$ cat config.mk
export PLATFORM = sky130hd
export DESIGN_NAME = aop_port
export DESIGN_NICKNAME = d
export VERILOG_FILES = /design/src/verilog/aop_pkg.sv /design/src/verilog/aop_port.sv
export SDC_FILE = /design/constraint.sdc
export NUM_CORES = 1
export LEC_CHECK = 0
export BUFFER_PORTS_ARGS = -buffer_cell sky130_fd_sc_hd__buf_4
export CAP_MARGIN = 20
export CELL_PAD_IN_SITES_DETAIL_PLACEMENT = 1
export CELL_PAD_IN_SITES_GLOBAL_PLACEMENT = 1
export CORE_MARGIN = 4
export CORE_UTILIZATION = 45
export CTS_BUF_LIST = sky130_fd_sc_hd__clkbuf_8
export CTS_CLUSTER_DIAMETER = 40
export DETAILED_ROUTE_END_ITERATION = 7
export HOLD_SLACK_MARGIN = 0.03
export PLACE_DENSITY = 0.92
export SYNTH_ARGS = -nofsm -noshare
export SYNTH_HDL_FRONTEND = slang
export SYNTH_SLANG_ARGS = --single-unit
$ cat constraint.sdc
create_clock -name pclk -period 6.9 [get_ports pclk]
set_input_delay 2.07 -clock pclk [delete_from_list [all_inputs] [get_ports pclk]]
set_output_delay 2.07 -clock pclk [all_outputs]
set_load 0.02 [all_outputs]
$ cat src/verilog/aop_pkg.sv
package aop_pkg;

   // ------------------------------------------------------------
   // Port forms and pin roles
   // ------------------------------------------------------------
   localparam logic [1:0] MODE_PAR18 = 2'h0;
   localparam logic [1:0] MODE_PAR16 = 2'h1;
   localparam logic [1:0] MODE_PAR8 = 2'h2;
   localparam logic [1:0] MODE_SERIAL = 2'h3;

   localparam int RESULT_W = 18;
   localparam int PIN_CODING = 0;
   localparam int PIN_WSEL_LO = 1;
   localparam int PIN_WSEL_HI = 2;
   localparam int PIN_ALWAYS_OUT = 3;
   localparam int PIN_DIV0 = 4;
   localparam int PIN_DIV1 = 5;
   localparam int PIN_CLK_SRC = 6;
   localparam int PIN_SYNC_POL = 7;
   localparam int PIN_SCLK_INV = 8;
   localparam int PIN_RDC = 9;
   localparam int PIN_SDOUT = 10;
   localparam int PIN_SCLK = 11;

   // Only the always-output pin drives during reset
   localparam logic [17:0] OE_N_RST = 18'h3fff7;

   // ------------------------------------------------------------
   // Register map
   // ------------------------------------------------------------
   localparam logic [11:0] ADDR_RESULT = 12'h000;
   localparam logic [11:0] ADDR_CTRL = 12'h004;
   localparam logic [11:0] ADDR_STATUS = 12'h008;
   localparam int CTRL_START_BIT = 0;
   localparam int ST_MODE_LSB = 0;
   localparam int ST_CONV_LSB = 2;
   localparam int ST_MASTER_BIT = 5;
   localparam int ST_BUSY_BIT = 6;
   localparam int ST_WSEL_LSB = 7;
   localparam int ST_TWOS_BIT = 9;

   // ------------------------------------------------------------
   // Timing
   // ------------------------------------------------------------
   localparam int CLK_PERIOD_NS = 25;
   localparam int SCLK_HALF_NS = 50;
   localparam logic [7:0] SCLK_BASE_HALF_CYC =
      8'((SCLK_HALF_NS + CLK_PERIOD_NS - 1) / CLK_PERIOD_NS);

   // ------------------------------------------------------------
   // Types
   // ------------------------------------------------------------
   typedef enum logic [2:0] {
      CONV_NORMAL = 3'h1,
      CONV_WARP = 3'h2,
      CONV_WIDEBAND = 3'h4
   } aop_conv_e;

   typedef enum logic [2:0] {
      SER_IDLE = 3'h1,
      SER_MASTER = 3'h2,
      SER_SLAVE = 3'h4
   } aop_ser_e;

endpackage : aop_pkg

$ cat src/verilog/aop_port.sv
// Contract
// [RL1] Two interface-select pins pick 18-bit, 16-bit, byte bus or serial port.
// [RL2] Mode 0 drives bit 0 on the coding pin; coding always straight binary.
// [RL3] Other modes: coding pin is input; low inverts MSB for two's complement.
// [RL4] Fast high and accurate-n high selects wideband fastest conversion mode.
// [RL5] Fast high and accurate-n low selects ordinary fastest conversion mode.
// [RL6] Host keeps a minimum conversion start rate in the fast modes.
// [RL7] Both selects low selects normal mode, accurate at any start rate.
// [RL8] Pin 1 outputs bit 1 in mode 0, else word-select input.
// [RL9] Pin 2 outputs bit 2 in mode 0, input in modes 1 and 2.
// [RL10] Pin 3 is always driven, carrying bit 3 in parallel modes.
// [RL11] Pins 4 and 5 output bits in parallel modes, divide inputs in serial.
// [RL12] In master read-after-convert, divide inputs slow the serial clock.
// [RL13] Other serial modes leave the divide pins undriven.
// [RL14] Serial with source-select low: master drives its serial clock out.
// [RL15] Serial with source-select high: slave, host clock gated by chip select.
// [RL16] Master sync polarity low gives active-high frame sync, high active-low.
// [RL17] Pins 6 to 8 output result bits in parallel modes, serial roles otherwise.
// [RL18] Host holds all selection pins static during operation.
`timescale 1ns/1ps
module aop_port (
   input wire logic pclk,
   input wire logic presetn,
   input wire logic [11:0] paddr,
   input wire logic psel,
   input wire logic penable,
   input wire logic pwrite,
   input wire logic [31:0] pwdata,
   input wire logic [3:0] pstrb,
   output logic [31:0] prdata,
   output logic pready,
   output logic pslverr,
   input wire logic [1:0] mode_sel_pin,
   input wire logic fast_mode_sel,
   input wire logic accurate_mode_sel_n,
   input wire logic chip_select_n,
   input wire logic [17:0] pin_in,
   output logic [17:0] pin_out,
   output logic [17:0] pin_oe_n,
   output logic frame_sync,
   output logic [2:0] conv_mode
);

   // ------------------------------------------------------------
   // Input synchronisers
   // ------------------------------------------------------------
   logic [17:0] pin_meta_reg;
   logic [17:0] pin_sync_reg;
   logic [1:0] mode_meta_reg;
   logic [1:0] mode_reg;
   logic [1:0] conv_meta_reg;
   logic [1:0] conv_sync_reg;
   logic cs_meta_reg;
   logic cs_sync_reg;
   logic cs_prev_reg;
   logic sclk_prev_reg;

   always_ff @(posedge pclk or negedge presetn) begin
      if (!presetn) begin
         pin_meta_reg <= 18'h00000;
         pin_sync_reg <= 18'h00000;
         mode_meta_reg <= 2'h0;
         mode_reg <= 2'h0;
         conv_meta_reg <= 2'h0;
         conv_sync_reg <= 2'h0;
         cs_meta_reg <= 1'h1;
         cs_sync_reg <= 1'h1;
         cs_prev_reg <= 1'h1;
         sclk_prev_reg <= 1'h0;
      end else begin
         pin_meta_reg <= pin_in;
         pin_sync_reg <= pin_meta_reg;
         mode_meta_reg <= mode_sel_pin;
         mode_reg <= mode_meta_reg;
         conv_meta_reg <= {fast_mode_sel, accurate_mode_sel_n};
         conv_sync_reg <= conv_meta_reg;
         cs_meta_reg <= chip_select_n;
         cs_sync_reg <= cs_meta_reg;
         cs_prev_reg <= cs_sync_reg;
         sclk_prev_reg <= pin_sync_reg[aop_pkg::PIN_SCLK];
      end
   end

   // ------------------------------------------------------------
   // Decoded configuration
   // ------------------------------------------------------------
   logic is_serial;
   logic is_master;
   logic twos_comp;
   logic rdc_sel;
   logic sync_pol;
   logic sclk_inv;
   logic [1:0] div_sel;
   logic [7:0] half_cyc;

   assign is_serial = (mode_reg == aop_pkg::MODE_SERIAL); // RL1
   assign is_master = is_serial && !pin_sync_reg[aop_pkg::PIN_CLK_SRC]; // RL14 RL15
   // Mode 0 forces straight binary
   assign twos_comp = (mode_reg != aop_pkg::MODE_PAR18) &&
                      !pin_sync_reg[aop_pkg::PIN_CODING]; // RL2 RL3
   assign rdc_sel = pin_sync_reg[aop_pkg::PIN_RDC];
   assign sync_pol = pin_sync_reg[aop_pkg::PIN_SYNC_POL];
   assign sclk_inv = pin_sync_reg[aop_pkg::PIN_SCLK_INV];
   assign div_sel = {pin_sync_reg[aop_pkg::PIN_DIV1], pin_sync_reg[aop_pkg::PIN_DIV0]};
   // Division only slows the clock in read-after-convert
   assign half_cyc = rdc_sel ? aop_pkg::SCLK_BASE_HALF_CYC :
                     8'(aop_pkg::SCLK_BASE_HALF_CYC << div_sel); // RL12

   // ------------------------------------------------------------
   // Conversion mode
   // ------------------------------------------------------------
   aop_pkg::aop_conv_e conv_mode_reg;

   always_ff @(posedge pclk or negedge presetn) begin
      if (!presetn) begin
         conv_mode_reg <= aop_pkg::CONV_NORMAL;
      end else begin
         unique case (conv_sync_reg)
            2'h3: conv_mode_reg <= aop_pkg::CONV_WIDEBAND; // RL4
            2'h2: conv_mode_reg <= aop_pkg::CONV_WARP; // RL5
            default: conv_mode_reg <= aop_pkg::CONV_NORMAL; // RL7
         endcase
      end
   end

   assign conv_mode = conv_mode_reg;

   // ------------------------------------------------------------
   // APB slave
   // ------------------------------------------------------------
   logic [17:0] result_reg;
   logic [31:0] prdata_reg;
   logic wr_en;
   logic rd_setup;
   logic mapped;
   logic start_req;
   logic [31:0] status_val;
   aop_pkg::aop_ser_e ser_state;

   assign mapped = (paddr == aop_pkg::ADDR_RESULT) || (paddr == aop_pkg::ADDR_CTRL) ||
                   (paddr == aop_pkg::ADDR_STATUS);
   assign wr_en = psel && penable && pwrite && mapped;
   assign rd_setup = psel && !penable && !pwrite;
   assign start_req = wr_en && (paddr == aop_pkg::ADDR_CTRL) && pstrb[0] &&
                      pwdata[aop_pkg::CTRL_START_BIT];
   assign pready = 1'h1;
   assign pslverr = psel && penable && !mapped;
   assign prdata = prdata_reg;

   always_comb begin
      status_val = 32'h00000000;
      status_val[aop_pkg::ST_MODE_LSB +: 2] = mode_reg;
      status_val[aop_pkg::ST_CONV_LSB +: 3] = conv_mode_reg;
      status_val[aop_pkg::ST_MASTER_BIT] = is_master;
      status_val[aop_pkg::ST_BUSY_BIT] = (ser_state != aop_pkg::SER_IDLE);
      status_val[aop_pkg::ST_WSEL_LSB +: 2] = {pin_sync_reg[aop_pkg::PIN_WSEL_HI],
                                               pin_sync_reg[aop_pkg::PIN_WSEL_LO]};
      status_val[aop_pkg::ST_TWOS_BIT] = twos_comp;
   end

   always_ff @(posedge pclk or negedge presetn) begin
      if (!presetn) begin
         result_reg <= 18'h00000;
      end else if (wr_en && (paddr == aop_pkg::ADDR_RESULT)) begin
         if (pstrb[0]) begin
            result_reg[7:0] <= pwdata[7:0];
         end
         if (pstrb[1]) begin
            result_reg[15:8] <= pwdata[15:8];
         end
         if (pstrb[2]) begin
            result_reg[17:16] <= pwdata[17:16];
         end
      end
   end

   always_ff @(posedge pclk or negedge presetn) begin
      if (!presetn) begin
         prdata_reg <= 32'h00000000;
      end else if (rd_setup) begin
         if (paddr == aop_pkg::ADDR_RESULT) begin
            prdata_reg <= {14'h0000, result_reg};
         end else if (paddr == aop_pkg::ADDR_STATUS) begin
            prdata_reg <= status_val;
         end else begin
            prdata_reg <= 32'h00000000;
         end
      end
   end

   // ------------------------------------------------------------
   // Serial engine
   // ------------------------------------------------------------
   logic [17:0] coded;
   logic [17:0] shift_reg;
   logic [4:0] bit_cnt_reg;
   logic [7:0] div_cnt_reg;
   logic sclk_reg;
   logic sclk_s;
   logic slave_edge;

   assign coded = result_reg ^ {twos_comp, 17'h00000}; // RL3
   assign sclk_s = pin_sync_reg[aop_pkg::PIN_SCLK];
   assign slave_edge = sclk_inv ? (sclk_prev_reg && !sclk_s) : (!sclk_prev_reg && sclk_s);

   always_ff @(posedge pclk or negedge presetn) begin
      if (!presetn) begin
         ser_state <= aop_pkg::SER_IDLE;
         shift_reg <= 18'h00000;
         bit_cnt_reg <= 5'h00;
         div_cnt_reg <= 8'h00;
         sclk_reg <= 1'h0;
      end else begin
         unique case (ser_state)
            aop_pkg::SER_IDLE: begin
               sclk_reg <= 1'h0;
               if (start_req && is_master) begin
                  ser_state <= aop_pkg::SER_MASTER;
                  shift_reg <= coded;
                  bit_cnt_reg <= 5'(aop_pkg::RESULT_W - 1);
                  div_cnt_reg <= half_cyc - 8'h01;
               end else if (is_serial && !is_master && cs_prev_reg && !cs_sync_reg) begin
                  ser_state <= aop_pkg::SER_SLAVE; // RL15
                  shift_reg <= coded;
               end
            end
            aop_pkg::SER_MASTER: begin
               if (div_cnt_reg != 8'h00) begin
                  div_cnt_reg <= div_cnt_reg - 8'h01;
               end else begin
                  div_cnt_reg <= half_cyc - 8'h01; // RL12
                  sclk_reg <= !sclk_reg;
                  if (sclk_reg) begin
                     if (bit_cnt_reg == 5'h00) begin
                        ser_state <= aop_pkg::SER_IDLE;
                     end else begin
                        shift_reg <= {shift_reg[16:0], 1'h0};
                        bit_cnt_reg <= bit_cnt_reg - 5'h01;
                     end
                  end
               end
            end
            aop_pkg::SER_SLAVE: begin
               if (cs_sync_reg) begin
                  ser_state <= aop_pkg::SER_IDLE;
               end else if (slave_edge) begin
                  shift_reg <= {shift_reg[16:0], 1'h0}; // RL15
               end
            end
            default: begin
               ser_state <= aop_pkg::SER_IDLE;
            end
         endcase
      end
   end

   always_ff @(posedge pclk or negedge presetn) begin
      if (!presetn) begin
         frame_sync <= 1'h0;
      end else begin
         frame_sync <= (ser_state == aop_pkg::SER_MASTER) ^ (is_master && sync_pol); // RL16
      end
   end

   // ------------------------------------------------------------
   // Pin multiplexer
   // ------------------------------------------------------------
   logic [17:0] drive_en;
   logic [17:0] out_val;

   always_comb begin
      drive_en = {18{!is_serial}}; // RL11 RL17
      drive_en[aop_pkg::PIN_CODING] = (mode_reg == aop_pkg::MODE_PAR18); // RL2 RL3
      drive_en[aop_pkg::PIN_WSEL_LO] = (mode_reg == aop_pkg::MODE_PAR18); // RL8
      drive_en[aop_pkg::PIN_WSEL_HI] = (mode_reg == aop_pkg::MODE_PAR18); // RL9
      drive_en[aop_pkg::PIN_ALWAYS_OUT] = 1'h1; // RL10
      drive_en[aop_pkg::PIN_SDOUT] = 1'h1;
      drive_en[aop_pkg::PIN_SCLK] = !is_serial || is_master; // RL14 RL15
      // Divide pins are inputs in master read-after-convert, undriven in the other serial modes
      if (is_serial) begin
         drive_en[aop_pkg::PIN_DIV0] = 1'h0; // RL13
         drive_en[aop_pkg::PIN_DIV1] = 1'h0; // RL13
      end
   end

   always_comb begin
      out_val = coded;
      if (is_serial) begin
         out_val = 18'h00000;
         out_val[aop_pkg::PIN_SDOUT] = shift_reg[17];
         out_val[aop_pkg::PIN_SCLK] = sclk_reg; // RL14
      end
   end

   genvar gi;
   generate
      for (gi = 0; gi < aop_pkg::RESULT_W; gi++) begin : g_pin
         always_ff @(posedge pclk or negedge presetn) begin
            if (!presetn) begin
               pin_out[gi] <= 1'h0;
               pin_oe_n[gi] <= aop_pkg::OE_N_RST[gi];
            end else begin
               pin_out[gi] <= out_val[gi];
               pin_oe_n[gi] <= !drive_en[gi];
            end
         end
      end
   endgenerate

   // ------------------------------------------------------------
   // Assertions
   // ------------------------------------------------------------
   logic [7:0] hi_cnt_reg;

   always_ff @(posedge pclk or negedge presetn) begin
      if (!presetn) begin
         hi_cnt_reg <= 8'h00;
      end else begin
         hi_cnt_reg <= sclk_reg ? 8'(hi_cnt_reg + 8'h01) : 8'h00;
      end
   end
endmodule : aop_port

==> results.py <==
metrics = {
    "status": {
        "result_of_the_run": "finished, final reports clean",
    },
    "sta": {
        "rsz0062_at_grt": "false",
        "post_route_clock_skew_ps": 13.80,
        "worst-slew-pin-transition_ps": 1096,
        "final-setup-viol-count": 0,
        "timing_max_transition_violations_final": 0,
        "setup-tns-final_ps": 0,
        "worst_slew_margin_rel": 0.2682,
        "finalCritPeriodShare": 0.8126,
        "hold_viol_final": 0,
        "postLayoutSetupSlackWorst_ps": 1293,
        "fmax_mhz": 178.4,
        "final_min_period_ps": 5607,
    },
    "layout": {
        "layout-drive-gt1-share": 0.4118,
        "finalNetCount": 612,
        "design_area_sq_um": 6758,
        "antenna_cells_inserted": 0,
        "synthToLayoutAreaGrowth_pct": 22.83,
        "final_core_utilization": 0.5626,
    },
    "critical_path": {
        "max_stage_delay_ps": 530,
        "worst-path-max-fanout": 5,
        "worst-endpoint-arrival_ps": 3540,
        "worstReg2RegStart": "ser_state[0]",
        "cp-end-kind": "output pin",
        "critical_path.reg2reg.endpoint": "shift_reg[1]",
        "slowest_cp_cell": "or4_4",
        "worst_path_most_repeated_cell": "buf_4",
        "critPathLaunchType": "input pin",
        "worst_ep_required_time_ps": 4830,
        "worst_r2r_path_depth": 5,
        "path_class": "in2out",
        "crit_path_cell_trace": "buf_4, or4_4, nor4_4, a21oi_1, buf_4",
        "reg2reg_setup_slack_ps": 3620,
    },
    "die": {
        "area_of_the_die_sq_um": 14060,
        "core_sq_um": 12010,
        "floorplan.io_pins": 150,
        "die_w_microns": 118.6,
        "floorplan.die.height_microns": 118.6,
        "std_cell_rows": 40,
        "start_util": 0.4580,
    },
    "worst_hold_path": {
        "whs_path_depth": 0,
        "hp-class": "reg2reg",
        "hold_path_startpoint": "pin_meta_reg[6]",
        "min_delay_worst_endpoint": "pin_sync_reg[6]",
    },
    "clocking": {
        "cts_tree": "yes",
        "cts_hold_buffers": 0,
        "post-cts-setup-buffer-count": 0,
        "number_of_buffers_added_by_the_clock_tree_synthesis_step": 17,
        "cts_max_path_bufs": 2,
        "clkTransAtPathRegs_ps": 70,
        "h-tree-depth": 4,
        "post_cts_resized": 0,
        "clk-insertion-delay-late_ps": 440,
        "cts-root-buf": "clkbuf_8",
        "clk_sinks": 129,
    },
    "detailed_routing": {
        "antenna_viol_nets_final": 0,
        "dr.pass1.iters": 4,
        "ratio_of_routed_vias_to_standard_cells": 5.514,
        "drcViolationCount": 0,
        "avgRoutedWirePerCell_microns": 21.07,
        "wirelength_microns": 14560,
        "vias": 3810,
        "drt_iter0_drc": 212,
    },
    "synth": {
        "top_cell_type_by_total_area_after_synthesis": "dfrtp_1",
        "post_synth_num_cell_types": 58,
        "post_synth_main_area_contributors": "dfrtp_1 55%, mux2_2 9.2%, buf_4 4.4%",
        "ys_seq_area_frac": 0.5888,
        "ys_seq_elements": 129,
        "synth_top_area_frac": 0.5458,
        "ys_dominant_reg_cell": "dfrtp_1",
        "syn_area_sq_um": 5502,
        "ys_top_cells_by_count": "120 x dfrtp_1, 45 x mux2_2, 32 x buf_4",
        "synthCells": 429,
        "asyncSetResetFlopFracSynth": 1.000,
        "post_synth.cell_area_avg_sq_um": 12.82,
        "edff_count_synth": 0,
        "yosysWarningCount": 0,
        "most_frequent_cell_after_synthesis": "dfrtp_1",
    },
    "place": {
        "placed_cell_area_sq_um": 6269,
        "finalWeightedCongestion": 0.7695,
        "hpwl_microns": 9699,
        "place.port_buffers": 110,
        "preCtsSetupSlack_ps": 1321,
    },
    "power_and_ir_drop": {
        "p_leak_nw": 3.318,
        "cellPowerDensity_nw_per_um2": 246.4,
        "fin_total_pwr_mw": 1.665,
        "power.ir.vdd_worst_v": 0.0001788,
    },
    "global_route": {
        "first_global_vias": 4183,
        "antenna_found_initial": 0,
        "maximum_number_of_pins_on_one_net_before_global_route_repair": 80,
        "overflow": 0,
        "groute.usage.overall": 0.2107,
        "grt_pass1_wl_microns": 23040,
    },
    "run": {
        "drv_cap": 0,
    },
}
## kinds of logic (layout without fill, tap and decap cells)
group,count (synthesis),after routing,share of synthesized area
flops,129,129,0.5888
other cells,2,17,0.001365
simple gates,109,109,0.1144
buf+inv,52,152,0.06163
mux,66,66,0.1394
fa+ha+maj,5,5,0.01137
compound gates,62,62,0.07665
xor+xnor,4,4,0.006367
## critical path, delay by kind of cell
family	cells	cell delay, ps
simple gates	2	1020
buf+inv	2	300
compound gates	1	140
## metal layers
metal	routed length, microns	share of wire	global-route usage
met1	5727	0.39	0.2487
met2	7606	0.52	0.3641
met3	894	0.061	0.06986
met4	332	0.023	0.06517
met5	0	0	0
## final cells by class
cell class,instances,area (sq um)
timing repair buffer,114,883.3
fill,1242,5254
tap,147,183.9
multi-input combinational,263,1982
sequential,129,3239
clock inverter,13,185.2
clock buffer,19,261.5
inverter,6,22.52
## power breakdown
group / internal, mW / total (mW) / switching (mW)
sequential: 0.778 / 0.791 / 0.0136
combinational: 0.0654 / 0.159 / 0.0933
clock: 0.413 / 0.715 / 0.302
total: 1.26 / 1.67 / 0.409
## cells in the final DEF (no fill, tap or decap), types with 5 or more instances in the layout
cell type  count
buf_4        112
dfstp_2        9
nand2_1       28
a21oi_1       10
ha_1           5
and2_1        18
inv_1          7
a22o_1         8
a31oi_1        5
o31ai_1       11
mux2i_1       11
nand2b_1       8
clkbuf_8      19
mux2_2        45
mux2_4        10
nor2_1        14
dfrtp_1      120
conb_1        17
o21ai_0       12
## worst max path at each step
stage | startpoint | endpoint | slack (ps) | cells after the start
2_1_floorplan | paddr[3] | pslverr | 1680 | 4
3_3_place_gp | paddr[5] | pslverr | 1360 | 5
3_5_place_dp | paddr[5] | pslverr | 1320 | 5
4_1_cts | paddr[5] | pslverr | 1320 | 5
5_1_grt | paddr[5] | pslverr | 1260 | 5
6_report | paddr[5] | pslverr | 1290 | 5
## per-stage QoR
step	hold slack, ps	instances
floorplan	331.2	444
global placement	332.5	657
detailed placement	337.9	657
CTS	345.0	689
global route	350.3	691
finish	346.6	691
No activity file was read; power rests on OpenSTA's default activity.
